==> src/design/mpd_pkg.sv <==
// Constants, types and register map of the motor pulse command decoder
package mpd_pkg;

   // ****************************************
   // Timing
   // ****************************************
   localparam int CLK_HZ = 50_000_000;
   localparam int MAX_RATE_HZ = 2000;
   localparam int GAP_CYC = (CLK_HZ + MAX_RATE_HZ - 1) / MAX_RATE_HZ;
   localparam int PULSE_US = 50;
   localparam int PULSE_CYC = (PULSE_US * (CLK_HZ / 1_000_000));
   localparam int MS_CYC = CLK_HZ / 1000;
   localparam int FL_LEAD_MS = 500;
   localparam int FL_ON_MS = 200;
   localparam int FL_OFF_MS = 300;
   localparam int FL_PAUSE_MS = 1000;
   localparam logic [1:0] LOCK_WAIT = 2'h3;

   // ****************************************
   // Analog scale: one code step is 78 mV
   // ****************************************
   localparam int LSB_MV = 78;
   localparam int DB_MV = 1000;
   localparam logic [8:0] DB_CODE = 9'((DB_MV + LSB_MV - 1) / LSB_MV);
   localparam logic [8:0] ANA_FULL = 9'h080;

   // ****************************************
   // Temperature in degrees C per code
   // ****************************************
   localparam logic [7:0] WARN_RST = 8'h50;
   localparam logic [7:0] SHUT_RST = 8'h55;
   localparam logic [7:0] REC_RST = 8'h4B;

   // ****************************************
   // Register map
   // ****************************************
   localparam logic [7:0] CTRL_OFS = 8'h00;
   localparam logic [7:0] THR_OFS = 8'h04;
   localparam logic [7:0] STAT_OFS = 8'h08;
   localparam logic [7:0] CNT_OFS = 8'h0C;
   localparam int CTRL_EN_BIT = 0;
   localparam logic CTRL_EN_RST = 1'b1;

   typedef enum logic [1:0] {MD_STEP, MD_QUAD, MD_LIN, MD_BANG} mpd_mode_t;
   typedef enum logic [2:0] {FL_LEAD, FL_ON, FL_OFF, FL_PAUSE, FL_DONE} mpd_fl_t;

   typedef struct packed {
      logic [7:0] rec;
      logic [7:0] shut;
      logic [7:0] warn;
   } mpd_thr_t;

   typedef struct packed {
      logic pend;
      logic idle;
      logic flash;
      logic shut;
      logic warn;
      logic lock;
      logic [1:0] mode;
   } mpd_stat_t;

endpackage : mpd_pkg

==> src/design/mpd_cmd_decoder.sv <==
// Command decoder and drive pulse scheduler with APB status/control
`timescale 1ns/1ps
`default_nettype none
module mpd_cmd_decoder #(
   parameter int GAP_CYC = mpd_pkg::GAP_CYC,
   parameter int MS_CYC = mpd_pkg::MS_CYC,
   parameter logic [3:0] FW_MAJOR = 4'h1,
   parameter logic [3:0] FW_MINOR = 4'h2
) (
   input wire logic pclk,
   input wire logic presetn,
   input wire logic psel,
   input wire logic penable,
   input wire logic pwrite,
   input wire logic [7:0] paddr,
   input wire logic [31:0] pwdata,
   output logic [31:0] prdata,
   output logic pready,
   output logic pslverr,
   input wire logic iface_sel_bit0,
   input wire logic iface_sel_bit1,
   input wire logic step_in,
   input wire logic dir_in,
   input wire logic idle_in_n,
   input wire logic adc_valid,
   input wire logic [7:0] adc_code,
   input wire logic temp_valid,
   input wire logic [7:0] temp_code,
   output logic pulse_out,
   output logic pulse_cw,
   output logic green_led,
   output logic red_led,
   output logic fault_out_n
);

   // ****************************************
   // Pin synchronisers
   // ****************************************
   logic [4:0] sync1_r;
   logic [4:0] sync2_r;
   logic a_d_r;
   logic b_d_r;
   always_ff @(posedge pclk or negedge presetn) begin
      if (!presetn) begin
         sync1_r <= 5'h10;
         sync2_r <= 5'h10;
         a_d_r <= 1'b0;
         b_d_r <= 1'b0;
      end else begin
         sync1_r <= {idle_in_n, iface_sel_bit1, iface_sel_bit0, step_in, dir_in};
         sync2_r <= sync1_r;
         a_d_r <= sync2_r[0];
         b_d_r <= sync2_r[1];
      end
   end
   logic a_s;
   logic b_s;
   logic idle_s;
   assign a_s = sync2_r[0];
   assign b_s = sync2_r[1];
   assign idle_s = sync2_r[4];

   // ****************************************
   // Mode latch, once after reset release
   // ****************************************
   logic [1:0] lock_cnt_r;
   logic lock_r;
   mpd_pkg::mpd_mode_t mode_r;
   always_ff @(posedge pclk or negedge presetn) begin
      if (!presetn) begin
         lock_cnt_r <= 2'h0;
         lock_r <= 1'b0;
         mode_r <= mpd_pkg::MD_STEP;
      end else if (!lock_r) begin
         lock_cnt_r <= lock_cnt_r + 2'h1;
         // Wait for the strap synchronisers to fill
         if (lock_cnt_r == mpd_pkg::LOCK_WAIT) begin
            lock_r <= 1'b1;
            case (sync2_r[3:2])
               2'h0: mode_r <= mpd_pkg::MD_STEP;
               2'h1: mode_r <= mpd_pkg::MD_QUAD;
               2'h2: mode_r <= mpd_pkg::MD_LIN;
               default: mode_r <= mpd_pkg::MD_BANG;
            endcase
         end
      end
   end

   // ****************************************
   // Digital command events
   // ****************************************
   logic step_ev;
   logic ea;
   logic eb;
   logic qa_ok;
   logic qb_ok;
   logic qlast_b_r;
   logic qany_r;
   assign step_ev = (mode_r == mpd_pkg::MD_STEP) && b_d_r && !b_s;
   assign ea = (mode_r == mpd_pkg::MD_QUAD) && (a_s != a_d_r);
   assign eb = (mode_r == mpd_pkg::MD_QUAD) && (b_s != b_d_r);
   assign qa_ok = ea && (!qany_r || qlast_b_r);
   // Simultaneous edges: phase A wins unless the last edge taken was on A, then B wins
   assign qb_ok = eb && !qa_ok && (!qany_r || !qlast_b_r);
   always_ff @(posedge pclk or negedge presetn) begin
      if (!presetn) begin
         qany_r <= 1'b0;
         qlast_b_r <= 1'b0;
      end else if (qa_ok || qb_ok) begin
         qany_r <= 1'b1;
         qlast_b_r <= qb_ok;
      end
   end

   // ****************************************
   // Analog rate generator
   // ****************************************
   localparam logic [31:0] ACC_TOP = 32'(int'(mpd_pkg::ANA_FULL) * GAP_CYC);
   logic [7:0] code_r;
   logic [8:0] mag;
   logic [8:0] inc;
   logic [31:0] acc_r;
   logic [31:0] acc_sum;
   logic ana_ev;
   assign mag = code_r[7] ? (9'h000 - {1'b1, code_r}) : {1'b0, code_r};
   always_comb begin
      inc = 9'h000;
      if (mag > mpd_pkg::DB_CODE) begin
         if (mode_r == mpd_pkg::MD_LIN)
            inc = mag;
         else if (mode_r == mpd_pkg::MD_BANG)
            inc = mpd_pkg::ANA_FULL;
      end
   end
   assign acc_sum = acc_r + {23'h0, inc};
   assign ana_ev = lock_r && (acc_sum >= ACC_TOP);
   always_ff @(posedge pclk or negedge presetn) begin
      if (!presetn)
         code_r <= 8'h00;
      else if (adc_valid)
         code_r <= adc_code;
   end
   always_ff @(posedge pclk or negedge presetn) begin
      if (!presetn)
         acc_r <= 32'h0;
      else if (inc == 9'h000)
         acc_r <= 32'h0;
      else if (ana_ev)
         acc_r <= acc_sum - ACC_TOP;
      else
         acc_r <= acc_sum;
   end

   // ****************************************
   // Pending request and direction
   // ****************************************
   logic ev;
   logic ev_cw;
   logic pend_r;
   logic pend_cw_r;
   logic fire;
   assign ev = lock_r && idle_s && (step_ev || qa_ok || qb_ok || ana_ev);
   always_comb begin
      ev_cw = !code_r[7];
      if (step_ev)
         ev_cw = a_s;
      else if (qa_ok)
         ev_cw = (a_s != b_s);
      else if (qb_ok)
         ev_cw = (b_s == a_s);
   end
   // Only one request is held, so bursts collapse to the capped rate
   always_ff @(posedge pclk or negedge presetn) begin
      if (!presetn) begin
         pend_r <= 1'b0;
         pend_cw_r <= 1'b0;
      end else if (ev) begin
         pend_r <= 1'b1;
         pend_cw_r <= ev_cw;
      end else if (fire || !idle_s) begin
         pend_r <= 1'b0;
      end
   end

   // ****************************************
   // Pulse scheduler and output
   // ****************************************
   localparam logic [31:0] GAP_LD = 32'(GAP_CYC - 1);
   localparam logic [31:0] PW_LD = 32'(mpd_pkg::PULSE_CYC - 1);
   logic [31:0] gap_cnt_r;
   logic [31:0] pw_cnt_r;
   logic en_r;
   logic shut_r;
   logic warn_r;
   logic [31:0] cnt_r;
   assign fire = pend_r && idle_s && en_r && !shut_r && !pulse_out
                 && (gap_cnt_r == 32'h0);
   always_ff @(posedge pclk or negedge presetn) begin
      if (!presetn)
         gap_cnt_r <= 32'h0;
      else if (fire)
         gap_cnt_r <= GAP_LD;
      else if (gap_cnt_r != 32'h0)
         gap_cnt_r <= gap_cnt_r - 32'h1;
   end
   always_ff @(posedge pclk or negedge presetn) begin
      if (!presetn) begin
         pulse_out <= 1'b0;
         pulse_cw <= 1'b0;
         green_led <= 1'b1;
         pw_cnt_r <= 32'h0;
      end else if (fire) begin
         pulse_out <= 1'b1;
         pulse_cw <= pend_cw_r;
         green_led <= 1'b0;
         pw_cnt_r <= PW_LD;
      end else if (pulse_out) begin
         if (pw_cnt_r == 32'h0) begin
            pulse_out <= 1'b0;
            green_led <= 1'b1;
         end else begin
            pw_cnt_r <= pw_cnt_r - 32'h1;
         end
      end
   end
   always_ff @(posedge pclk or negedge presetn) begin
      if (!presetn)
         cnt_r <= 32'h0;
      else if (fire)
         cnt_r <= cnt_r + 32'h1;
   end

   // ****************************************
   // Temperature supervision
   // ****************************************
   mpd_pkg::mpd_thr_t thr_r;
   always_ff @(posedge pclk or negedge presetn) begin
      if (!presetn) begin
         warn_r <= 1'b0;
         shut_r <= 1'b0;
      end else if (temp_valid) begin
         warn_r <= (temp_code >= thr_r.warn);
         if (temp_code >= thr_r.shut)
            shut_r <= 1'b1;
         else if (temp_code <= thr_r.rec)
            shut_r <= 1'b0;
      end
   end

   // ****************************************
   // Revision flash, then fault indication
   // ****************************************
   logic [31:0] ms_cnt_r;
   logic ms_tick;
   mpd_pkg::mpd_fl_t fl_r;
   logic [11:0] fl_cnt_r;
   logic [3:0] fl_num_r;
   logic fl_minor_r;
   logic fl_step;
   assign ms_tick = (ms_cnt_r == 32'(MS_CYC - 1));
   assign fl_step = ms_tick && (fl_cnt_r == 12'h0);
   always_ff @(posedge pclk or negedge presetn) begin
      if (!presetn)
         ms_cnt_r <= 32'h0;
      else if (ms_tick)
         ms_cnt_r <= 32'h0;
      else
         ms_cnt_r <= ms_cnt_r + 32'h1;
   end
   always_ff @(posedge pclk or negedge presetn) begin
      if (!presetn) begin
         fl_r <= mpd_pkg::FL_LEAD;
         fl_cnt_r <= 12'(mpd_pkg::FL_LEAD_MS - 1);
         fl_num_r <= 4'h0;
         fl_minor_r <= 1'b0;
      end else if (ms_tick && fl_cnt_r != 12'h0) begin
         fl_cnt_r <= fl_cnt_r - 12'h1;
      end else if (fl_step) begin
         case (fl_r)
            mpd_pkg::FL_LEAD, mpd_pkg::FL_PAUSE: begin
               fl_num_r <= fl_minor_r ? FW_MINOR - 4'h1 : FW_MAJOR - 4'h1;
               fl_cnt_r <= 12'(mpd_pkg::FL_ON_MS - 1);
               fl_r <= mpd_pkg::FL_ON;
               if ((fl_minor_r ? FW_MINOR : FW_MAJOR) == 4'h0) begin
                  fl_r <= fl_minor_r ? mpd_pkg::FL_DONE : mpd_pkg::FL_PAUSE;
                  fl_cnt_r <= 12'(mpd_pkg::FL_PAUSE_MS - 1);
                  fl_minor_r <= 1'b1;
               end
            end
            mpd_pkg::FL_ON: begin
               fl_r <= mpd_pkg::FL_OFF;
               fl_cnt_r <= 12'(mpd_pkg::FL_OFF_MS - 1);
            end
            mpd_pkg::FL_OFF: begin
               if (fl_num_r != 4'h0) begin
                  fl_num_r <= fl_num_r - 4'h1;
                  fl_r <= mpd_pkg::FL_ON;
                  fl_cnt_r <= 12'(mpd_pkg::FL_ON_MS - 1);
               end else if (!fl_minor_r) begin
                  fl_minor_r <= 1'b1;
                  fl_r <= mpd_pkg::FL_PAUSE;
                  fl_cnt_r <= 12'(mpd_pkg::FL_PAUSE_MS - 1);
               end else begin
                  fl_r <= mpd_pkg::FL_DONE;
               end
            end
            mpd_pkg::FL_DONE: fl_r <= mpd_pkg::FL_DONE;
            default: fl_r <= mpd_pkg::FL_DONE;
         endcase
      end
   end
   logic red_nxt;
   assign red_nxt = (fl_r == mpd_pkg::FL_DONE) ? (warn_r || shut_r)
                                                : (fl_r == mpd_pkg::FL_ON);
   always_ff @(posedge pclk or negedge presetn) begin
      if (!presetn) begin
         red_led <= 1'b0;
         fault_out_n <= 1'b1;
      end else begin
         red_led <= red_nxt;
         fault_out_n <= !red_nxt;
      end
   end

   // ****************************************
   // APB slave, zero wait states
   // ****************************************
   mpd_pkg::mpd_stat_t stat;
   assign stat = '{pend: pend_r, idle: !idle_s, flash: (fl_r != mpd_pkg::FL_DONE),
                   shut: shut_r, warn: warn_r, lock: lock_r, mode: mode_r};
   logic wr;
   assign wr = psel && penable && pwrite;
   always_ff @(posedge pclk or negedge presetn) begin
      if (!presetn) begin
         en_r <= mpd_pkg::CTRL_EN_RST;
         thr_r <= '{rec: mpd_pkg::REC_RST, shut: mpd_pkg::SHUT_RST, warn: mpd_pkg::WARN_RST};
      end else if (wr && paddr == mpd_pkg::CTRL_OFS) begin
         en_r <= pwdata[mpd_pkg::CTRL_EN_BIT];
      end else if (wr && paddr == mpd_pkg::THR_OFS) begin
         thr_r <= pwdata[23:0];
      end
   end
   // Read data and error are formed in the setup cycle
   always_ff @(posedge pclk or negedge presetn) begin
      if (!presetn) begin
         prdata <= 32'h0;
         pslverr <= 1'b0;
         pready <= 1'b0;
      end else begin
         pready <= 1'b1;
         if (psel && !penable) begin
            pslverr <= 1'b0;
            prdata <= 32'h0;
            case (paddr)
               mpd_pkg::CTRL_OFS: prdata <= {31'h0, en_r};
               mpd_pkg::THR_OFS: prdata <= {8'h00, thr_r};
               mpd_pkg::STAT_OFS: prdata <= {24'h0, stat};
               mpd_pkg::CNT_OFS: prdata <= cnt_r;
               default: pslverr <= 1'b1;
            endcase
         end
      end
   end
endmodule : mpd_cmd_decoder
`default_nettype wire

==> config.mk <==
export PLATFORM = sky130hd
export DESIGN_NAME = mpd_cmd_decoder
export DESIGN_NICKNAME = d
export VERILOG_FILES = /design/src/design/mpd_pkg.sv /design/src/design/mpd_cmd_decoder.sv
export SDC_FILE = /design/constraint.sdc
export NUM_CORES = 1
export LEC_CHECK = 0
export ABC_AREA = 1
export BUFFER_PORTS_ARGS = -buffer_cell sky130_fd_sc_hd__buf_2
export CAP_MARGIN = 30
export CORE_ASPECT_RATIO = 1.2
export CORE_MARGIN = 2
export CORE_UTILIZATION = 67
export DETAILED_ROUTE_END_ITERATION = 12
export PLACE_DENSITY_LB_ADDON = 0.3
export SLEW_MARGIN = 20
export SYNTH_ARGS = -nofsm -noshare
export SYNTH_HDL_FRONTEND = slang
export SYNTH_SLANG_ARGS = --single-unit
==> constraint.sdc <==
create_clock -name pclk -period 9.4 [get_ports pclk]
set_input_delay 1.88 -clock pclk [delete_from_list [all_inputs] [get_ports pclk]]
set_output_delay 1.88 -clock pclk [all_outputs]
set_load 0.02 [all_outputs]
==> impl_metrics.prom, run 1 <==
# TYPE chip_impl_metric gauge
chip_impl_info{name="synthTopCellsByArea",value="sky130_fd_sc_hd__dfrtp_1 (38%), sky130_fd_sc_hd__nand2_1 (13%), sky130_fd_sc_hd__inv_1 (7.5%), sky130_fd_sc_hd__nor2_1 (6.0%), sky130_fd_sc_hd__xor2_1 (4.0%)"} 1
chip_impl_metric{name="syn_avg_cell_area",unit="um^2"} 7.41
chip_impl_metric{name="finalClockSkew",unit="ns"} 0.0279
chip_impl_info{name="clockRootBuffer",value="sky130_fd_sc_hd__clkbuf_16"} 1
chip_impl_metric{name="drt-initial-drc-count",unit=""} 1218
chip_impl_metric{name="final_max_slew_viol_count",unit=""} 0
chip_impl_metric{name="floorplan.die_area",unit="um^2"} 25900
chip_impl_metric{name="post_cts_hold_buffer_count",unit=""} 0
chip_impl_metric{name="placedCellCount",unit=""} 2623
chip_impl_metric{name="final_nets",unit=""} 2450
chip_impl_metric{name="yosysWarningCount",unit=""} 0
chip_impl_metric{name="internal_power",unit="mW"} 2.10
chip_impl_metric{name="start_util",unit=""} 0.686
chip_impl_metric{name="globalRouteOverflowTotal",unit=""} 0
chip_impl_metric{name="place_ws",unit="ns"} 3.11
chip_impl_metric{name="route.final.wire_length",unit="mm"} 41.3
chip_impl_metric{name="cts_repair_resized_insts",unit=""} 0
chip_impl_metric{name="synth_edf_count",unit=""} 0
chip_impl_metric{name="timing.critical_path.required",unit="ns"} 9.79
chip_impl_metric{name="clkLatencyLatePin",unit="ns"} 0.57
chip_impl_metric{name="dpl-instance-area",unit="um^2"} 17300
chip_impl_metric{name="synth-seq-cells",unit=""} 275
chip_impl_metric{name="setup_tns",unit="ns"} 0
chip_impl_info{name="synth.largest_area_cell",value="sky130_fd_sc_hd__dfrtp_1"} 1
chip_impl_metric{name="io_pins",unit=""} 107
chip_impl_metric{name="gp_routability_congestion",unit=""} 0.951
chip_impl_metric{name="areaGrowthSynthToFinish",unit="%"} 11.6
chip_impl_metric{name="clk_pin_slew_worst_paths",unit="ns"} 0.06
chip_impl_metric{name="layout.core_utilization",unit=""} 0.766
chip_impl_metric{name="fin_crit",unit="ns"} 6.39
chip_impl_info{name="timing.setup.critical_path_class",value="reg2reg"} 1
chip_impl_metric{name="netlist_area",unit="um^2"} 16500
chip_impl_metric{name="wl_per_cell",unit="um"} 15.4
chip_impl_info{name="holdCritPathClass",value="reg2reg"} 1
chip_impl_info{name="status",value="completed"} 1
chip_impl_metric{name="cts_inserted_buffers",unit=""} 29
chip_impl_metric{name="chipWidth",unit="um"} 147
chip_impl_info{name="post-synth-top-count-cell",value="sky130_fd_sc_hd__nand2_1"} 1
chip_impl_metric{name="worst_slew_margin_rel",unit=""} 0.352
chip_impl_metric{name="timing.final.hold_violations",unit=""} 0
chip_impl_metric{name="clock_power_share",unit=""} 0.420
chip_impl_metric{name="cts.path.max_buffers",unit=""} 3
chip_impl_metric{name="p_leak",unit="nW"} 9.75
chip_impl_metric{name="report.final.setup_viol",unit=""} 0
chip_impl_metric{name="worstPathMaxFanout",unit=""} 21
chip_impl_metric{name="p_sw_frac",unit=""} 0.266
chip_impl_metric{name="post-layout-total-power",unit="mW"} 2.87
chip_impl_metric{name="syn-num-nets",unit=""} 2340
chip_impl_info{name="start_kind",value="register"} 1
chip_impl_metric{name="maxClockFrequency",unit="GHz"} 0.156
chip_impl_metric{name="final_design_area_no_fill",unit="um^2"} 18400
chip_impl_metric{name="timing.final.crit_share",unit=""} 0.680
chip_impl_metric{name="synth_top_area_frac",unit=""} 0.384
chip_impl_metric{name="instances_no_fill",unit=""} 2680
chip_impl_metric{name="ys_async_sr_fraction",unit=""} 1.00
chip_impl_metric{name="drc",unit=""} 0
chip_impl_metric{name="timing.critical_path.arrival",unit="ns"} 6.78
chip_impl_metric{name="cts.sinks",unit=""} 275
chip_impl_metric{name="power_density",unit="nW/um^2"} 156
chip_impl_metric{name="h_tree_level_count",unit=""} 1
chip_impl_info{name="cts_tree",value="built"} 1
chip_impl_info{name="setup_repair_after_global_routing_missed_its_margin",value="no"} 1
chip_impl_metric{name="port_buffers",unit=""} 98
chip_impl_metric{name="setup_slack",unit="ns"} 3.01
chip_impl_metric{name="power_dissipated_by_switching_net_loads",unit="mW"} 0.764
chip_impl_metric{name="antenna_violating_nets_post_route",unit=""} 0
chip_impl_metric{name="worst_stage_delay_on_the_critical_path",unit="ns"} 0.77
chip_impl_metric{name="hold-worst-slack",unit="ns"} 0.355
chip_impl_metric{name="core_area",unit="um^2"} 24000
chip_impl_metric{name="track_usage",unit=""} 0.325
chip_impl_metric{name="critical_path_buf_inv_count",unit=""} 9
chip_impl_metric{name="post_cts.repair.setup_buffers",unit=""} 0
chip_impl_metric{name="number_of_antenna_violations_at_the_first_check_in_global_routing",unit=""} 1
chip_impl_info{name="synthTopCellsByCount",value="sky130_fd_sc_hd__nand2_1 (551), sky130_fd_sc_hd__inv_1 (329), sky130_fd_sc_hd__nor2_1 (264)"} 1
chip_impl_metric{name="drt-vias-per-instance",unit=""} 5.66
chip_impl_metric{name="detailedPlacementHpwl",unit="mm"} 30.4
chip_impl_metric{name="placementRows",unit=""} 62
chip_impl_metric{name="wire_length_of_the_first_global_routing_pass",unit="mm"} 69.5
chip_impl_metric{name="grt_pass1_vias",unit=""} 15000
chip_impl_metric{name="worstMarginPinSlew",unit="ns"} 0.972
chip_impl_metric{name="die_y",unit="um"} 176
chip_impl_metric{name="cap_violations",unit=""} 0
chip_impl_metric{name="pin_count_of_the_biggest_net_entering_global_routing",unit=""} 125
chip_impl_metric{name="pwr-share-comb",unit=""} 0.112
chip_impl_metric{name="count_of_mapped_cells_out_of_synthesis",unit=""} 2226
chip_impl_metric{name="vdd_drop_max",unit="mV"} 0.159
chip_impl_metric{name="detailroute.via_count",unit=""} 15200
chip_impl_metric{name="synth_seq_area_share",unit=""} 0.419
chip_impl_metric{name="ys_types",unit=""} 60
chip_impl_metric{name="drt_pass1_iterations",unit=""} 7
chip_impl_info{name="postSynth.topFlopCell",value="sky130_fd_sc_hd__dfrtp_1"} 1
chip_impl_info{name="timing.critical_path.slowest_stage_cell",value="sky130_fd_sc_hd__o21ai_2"} 1
chip_impl_metric{name="seq_power_share",unit=""} 0.468
chip_impl_info{name="worst_path_dominant_cell_family",value="simple AND/OR/NAND/NOR gates"} 1
chip_impl_info{name="crit_path_end_kind",value="register"} 1
chip_impl_metric{name="layout-drive-gt1-share",unit=""} 0.127
==> cell type report <==
type,count,area [um^2]
antenna,1,2.50
clock buffer,39,813
clock inverter,15,201
fill,1797,5640
inverter,350,1310
multi-input combinational,1571,8150
sequential,275,6910
tap,320,400
timing repair buffer,109,623
==> flip-flops by register name, summed over array words and instances, names as in the netlist, 12 cells and up <==
signal / flops
acc_r: 32
cnt_r: 32
fl_cnt_r: 12
gap_cnt_r: 32
ms_cnt_r: 32
prdata: 32
pw_cnt_r: 32
thr_r: 24
==> cells by family after synthesis <==
family,after synthesis,share of synthesized area
other,2,0.000455
XOR/XNOR,92,0.0489
AND/OR/NAND/NOR,1170,0.318
multiplexers,2,0.00137
buffers and inverters,380,0.0875
adder cells (fa/ha/maj),46,0.0354
AO/OA/AOI/OAI,259,0.0895
flip-flops,275,0.419
==> metal layers <==
metal	track usage	vias to the layer above	share of wire
met5	0	-	0
met4	0.136	0	0.043
met3	0.0447	130	0.062
met2	0.573	557	0.50
met1	0.402	7136	0.40
li1	-	7341	-
==> cells in the final DEF (no fill, tap or decap), types with 17 or more instances in the layout <==
master,n
sky130_fd_sc_hd__nand2_1,551
sky130_fd_sc_hd__inv_1,329
sky130_fd_sc_hd__nor2_1,264
sky130_fd_sc_hd__dfrtp_1,253
sky130_fd_sc_hd__nand3_1,114
sky130_fd_sc_hd__buf_2,97
sky130_fd_sc_hd__a21oi_1,92
sky130_fd_sc_hd__o21ai_0,91
sky130_fd_sc_hd__xor2_1,75
sky130_fd_sc_hd__nor3_1,60
sky130_fd_sc_hd__nand4_1,45
sky130_fd_sc_hd__ha_1,45
sky130_fd_sc_hd__nand2_2,36
sky130_fd_sc_hd__nor4_1,29
sky130_fd_sc_hd__clkbuf_16,29
sky130_fd_sc_hd__dfstp_2,22
sky130_fd_sc_hd__inv_2,19
sky130_fd_sc_hd__nor2_2,19
sky130_fd_sc_hd__o22ai_1,19
sky130_fd_sc_hd__xnor2_1,17
==> final timing paths <==
kind | from | end | slack (ns) | cells after the start
max | code_r[0]$_DFFE_PN0P_ | acc_r[25]$_DFF_PN0_ | 3.01 | 38
min | sync1_r[0]$_DFF_PN0_ | sync2_r[0]$_DFF_PN0_ | 0.35 | 0
max reg2reg | code_r[0]$_DFFE_PN0P_ | acc_r[25]$_DFF_PN0_ | 3.01 | 38
min reg2reg | sync1_r[0]$_DFF_PN0_ | sync2_r[0]$_DFF_PN0_ | 0.35 | 0
max in group asynchronous | presetn | sync2_r[4]$_DFF_PN1_ | 6.61 | 3
min in group asynchronous | presetn | acc_r[7]$_DFF_PN0_ | 1.39 | 1
==> power by group through the flow <==
stage	Combinational [mW]	Clock [mW]	Sequential, mW
3_3_place_gp	0.297	0	1.36
5_1_grt	0.370	1.27	1.35
3_5_place_dp	0.317	0	1.36
4_1_cts	0.321	1.22	1.34
2_1_floorplan	0.224	0	1.34
6_report	0.321	1.20	1.34
No activity file was read; power rests on OpenSTA's default activity.
==> run 2: changes to the inputs <==
CORE_UTILIZATION = 62   (was 67)
clock period = 6.15 ns   (was 9.4 ns; I/O delays follow)
==> impl_metrics.prom, run 2 (same netlist as run 1, synthesis figures left out) <==
# TYPE chip_impl_metric gauge
chip_impl_metric{name="worstPathMaxFanout",unit=""} 31
chip_impl_metric{name="timing.critical_path.required",unit="ns"} 6.57
chip_impl_metric{name="power_density",unit="nW/um^2"} 233
chip_impl_metric{name="finalClockSkew",unit="ns"} 0.0152
chip_impl_metric{name="layout-drive-gt1-share",unit=""} 0.125
chip_impl_metric{name="number_of_antenna_violations_at_the_first_check_in_global_routing",unit=""} 1
chip_impl_metric{name="place_ws",unit="ns"} 0.820
chip_impl_metric{name="grt_pass1_vias",unit=""} 15000
chip_impl_metric{name="start_util",unit=""} 0.628
chip_impl_info{name="clockRootBuffer",value="sky130_fd_sc_hd__clkbuf_16"} 1
chip_impl_info{name="start_kind",value="register"} 1
chip_impl_metric{name="cts_inserted_buffers",unit=""} 29
chip_impl_info{name="holdCritPathClass",value="reg2reg"} 1
chip_impl_metric{name="final-seq-area",unit="um^2"} 6910
chip_impl_metric{name="floorplan.die_area",unit="um^2"} 27900
chip_impl_metric{name="areaGrowthSynthToFinish",unit="%"} 11.0
chip_impl_metric{name="detailroute.via_count",unit=""} 15000
chip_impl_metric{name="timing.critical_path.arrival",unit="ns"} 5.82
chip_impl_info{name="gr-max-usage-layer",value="met2"} 1
chip_impl_info{name="status",value="completed"} 1
chip_impl_metric{name="drt_pass1_iterations",unit=""} 5
chip_impl_metric{name="worst_slew_margin_rel",unit=""} 0.368
chip_impl_info{name="setup_repair_after_global_routing_missed_its_margin",value="no"} 1
chip_impl_metric{name="grt_use_met2",unit=""} 0.522
chip_impl_metric{name="route.final.wire_length",unit="mm"} 40.9
chip_impl_metric{name="gp_routability_congestion",unit=""} 0.964
chip_impl_info{name="cts_tree",value="built"} 1
chip_impl_info{name="timing.setup.critical_path_class",value="reg2reg"} 1
chip_impl_info{name="critical_path.most_common_cell",value="sky130_fd_sc_hd__nand2_1"} 1
chip_impl_metric{name="h_tree_level_count",unit=""} 1
chip_impl_metric{name="reg2reg_setup_slack",unit="ns"} 0.75
chip_impl_metric{name="instances_no_fill",unit=""} 2694
chip_impl_metric{name="seq_power_share",unit=""} 0.481
chip_impl_metric{name="wl_per_cell",unit="um"} 15.2
chip_impl_metric{name="total_inserted_antenna_cells",unit=""} 0
chip_impl_metric{name="setup_slack",unit="ns"} 0.750
chip_impl_metric{name="use_met1",unit=""} 0.376
chip_impl_metric{name="drt-initial-drc-count",unit=""} 1118
chip_impl_metric{name="placementRows",unit=""} 65
chip_impl_metric{name="p_sw_frac",unit=""} 0.272
chip_impl_metric{name="final_nets",unit=""} 2450
chip_impl_metric{name="placedCellCount",unit=""} 2639
chip_impl_metric{name="chipWidth",unit="um"} 153
chip_impl_metric{name="antenna_violating_nets_post_route",unit=""} 0
chip_impl_info{name="crit_path_end_kind",value="register"} 1
chip_impl_metric{name="timing.final.hold_violations",unit=""} 0
chip_impl_metric{name="hold-worst-slack",unit="ns"} 0.371
chip_impl_metric{name="setup_tns",unit="ns"} 0
chip_impl_metric{name="drc",unit=""} 0
chip_impl_metric{name="cts_repair_resized_insts",unit=""} 0
chip_impl_metric{name="vdd_drop_max",unit="mV"} 0.210
chip_impl_metric{name="maxClockFrequency",unit="GHz"} 0.185
chip_impl_metric{name="fin_crit",unit="ns"} 5.40
chip_impl_metric{name="final_max_slew_viol_count",unit=""} 0
chip_impl_metric{name="clkLatencyLatePin",unit="ns"} 0.56
chip_impl_metric{name="io_pins",unit=""} 107
chip_impl_metric{name="globalRouteOverflowTotal",unit=""} 0
chip_impl_metric{name="pwr-share-comb",unit=""} 0.113
chip_impl_metric{name="worstMarginPinSlew",unit="ns"} 0.948
chip_impl_metric{name="met3_usage",unit=""} 0.0375
chip_impl_metric{name="cts.sinks",unit=""} 275
chip_impl_metric{name="pin_count_of_the_biggest_net_entering_global_routing",unit=""} 121
chip_impl_metric{name="post_cts.repair.setup_buffers",unit=""} 0
chip_impl_metric{name="track_usage",unit=""} 0.296
chip_impl_metric{name="multiInputGateArea",unit="um^2"} 8150
chip_impl_info{name="timing.critical_path.slowest_stage_cell",value="sky130_fd_sc_hd__dfrtp_1"} 1
chip_impl_metric{name="drt-vias-per-instance",unit=""} 5.56
chip_impl_metric{name="power_dissipated_by_switching_net_loads",unit="mW"} 1.16
chip_impl_metric{name="cts.path.max_buffers",unit=""} 3
chip_impl_metric{name="detailedPlacementHpwl",unit="mm"} 30.3
chip_impl_metric{name="timing.final.crit_share",unit=""} 0.878
chip_impl_metric{name="clk_pin_slew_worst_paths",unit="ns"} 0.06
chip_impl_metric{name="core_area",unit="um^2"} 26300
chip_impl_metric{name="cap_violations",unit=""} 0
chip_impl_metric{name="port_buffers",unit=""} 98
chip_impl_metric{name="die_y",unit="um"} 183
chip_impl_metric{name="clock_power_share",unit=""} 0.406
chip_impl_metric{name="fillerInstances",unit=""} 2160
chip_impl_metric{name="report.final.setup_viol",unit=""} 0
chip_impl_info{name="most_frequent_standard_cell_in_the_layout_excluding_fill_and_tap_cells",value="sky130_fd_sc_hd__nand2_1"} 1
chip_impl_metric{name="p_leak",unit="nW"} 9.70
chip_impl_metric{name="layout.core_utilization",unit=""} 0.697
chip_impl_metric{name="internal_power",unit="mW"} 3.11
chip_impl_metric{name="worst_stage_delay_on_the_critical_path",unit="ns"} 0.37
chip_impl_info{name="layout_common_cells",value="sky130_fd_sc_hd__nand2_1 (551), sky130_fd_sc_hd__inv_1 (329), sky130_fd_sc_hd__nor2_1 (264)"} 1
chip_impl_metric{name="wire_length_of_the_first_global_routing_pass",unit="mm"} 69.3
chip_impl_metric{name="post_cts_hold_buffer_count",unit=""} 0
[run 2: layout make-up]
class / instances / share of cell area
multi-input combinational: 1571 / 0.445
sequential: 275 / 0.377
inverter: 350 / 0.0718
clock buffer: 42 / 0.0439
timing repair buffer: 109 / 0.0321
tap: 335 / 0.0229
clock inverter: 12 / 0.00704
[run 2: power groups by stage]
stage | clock network [mW] | logic, mW | registers [mW]
6_report | 1.73 | 0.483 | 2.05
5_1_grt | 1.83 | 0.556 | 2.07
4_1_cts | 1.75 | 0.486 | 2.05
3_5_place_dp | 0 | 0.478 | 2.08
3_3_place_gp | 0 | 0.455 | 2.07
2_1_floorplan | 0 | 0.343 | 2.05
[run 2: layer usage]
metal | wire (um) | up-vias | part of all wire
met2 | 20500 | 433 | 0.50
met5 | 13 | - | 0.00032
li1 | - | 7336 | -
met4 | 1190 | 2 | 0.029
met1 | 17000 | 7106 | 0.41
met3 | 2280 | 90 | 0.056
[run 2: critical path, delay by kind of cell, from the launching register on]
kind / cells / cell delay, ns
AND/OR/NAND/NOR: 25 / 2.80
buffers and inverters: 7 / 0.74
adder cells (fa/ha/maj): 3 / 0.64
AO/OA/AOI/OAI: 2 / 0.52
flip-flops: 1 / 0.37
XOR/XNOR: 1 / 0.18
[run 2: through the flow]
stage	total power, mW	cell area [um^2]
6_report	4.27	18300
5_1_grt	4.45	18300
4_1_cts	4.28	18300
3_5_place_dp	2.56	17400
3_3_place_gp	2.53	17400
2_1_floorplan	2.40	16500
[run 2: final timing paths]
check,start,endpoint,cells after the start
worst max-delay path,code_r[0]$_DFFE_PN0P_,acc_r[16]$_DFF_PN0_,38
worst min-delay path,sync1_r[3]$_DFF_PN0_,sync2_r[3]$_DFF_PN0_,0
worst max register to register,code_r[0]$_DFFE_PN0P_,acc_r[16]$_DFF_PN0_,38
worst min register to register,sync1_r[3]$_DFF_PN0_,sync2_r[3]$_DFF_PN0_,0
max in group asynchronous,presetn,prdata[25]$_DFFE_PN0P_,2
min in group asynchronous,presetn,acc_r[31]$_DFF_PN0_,1
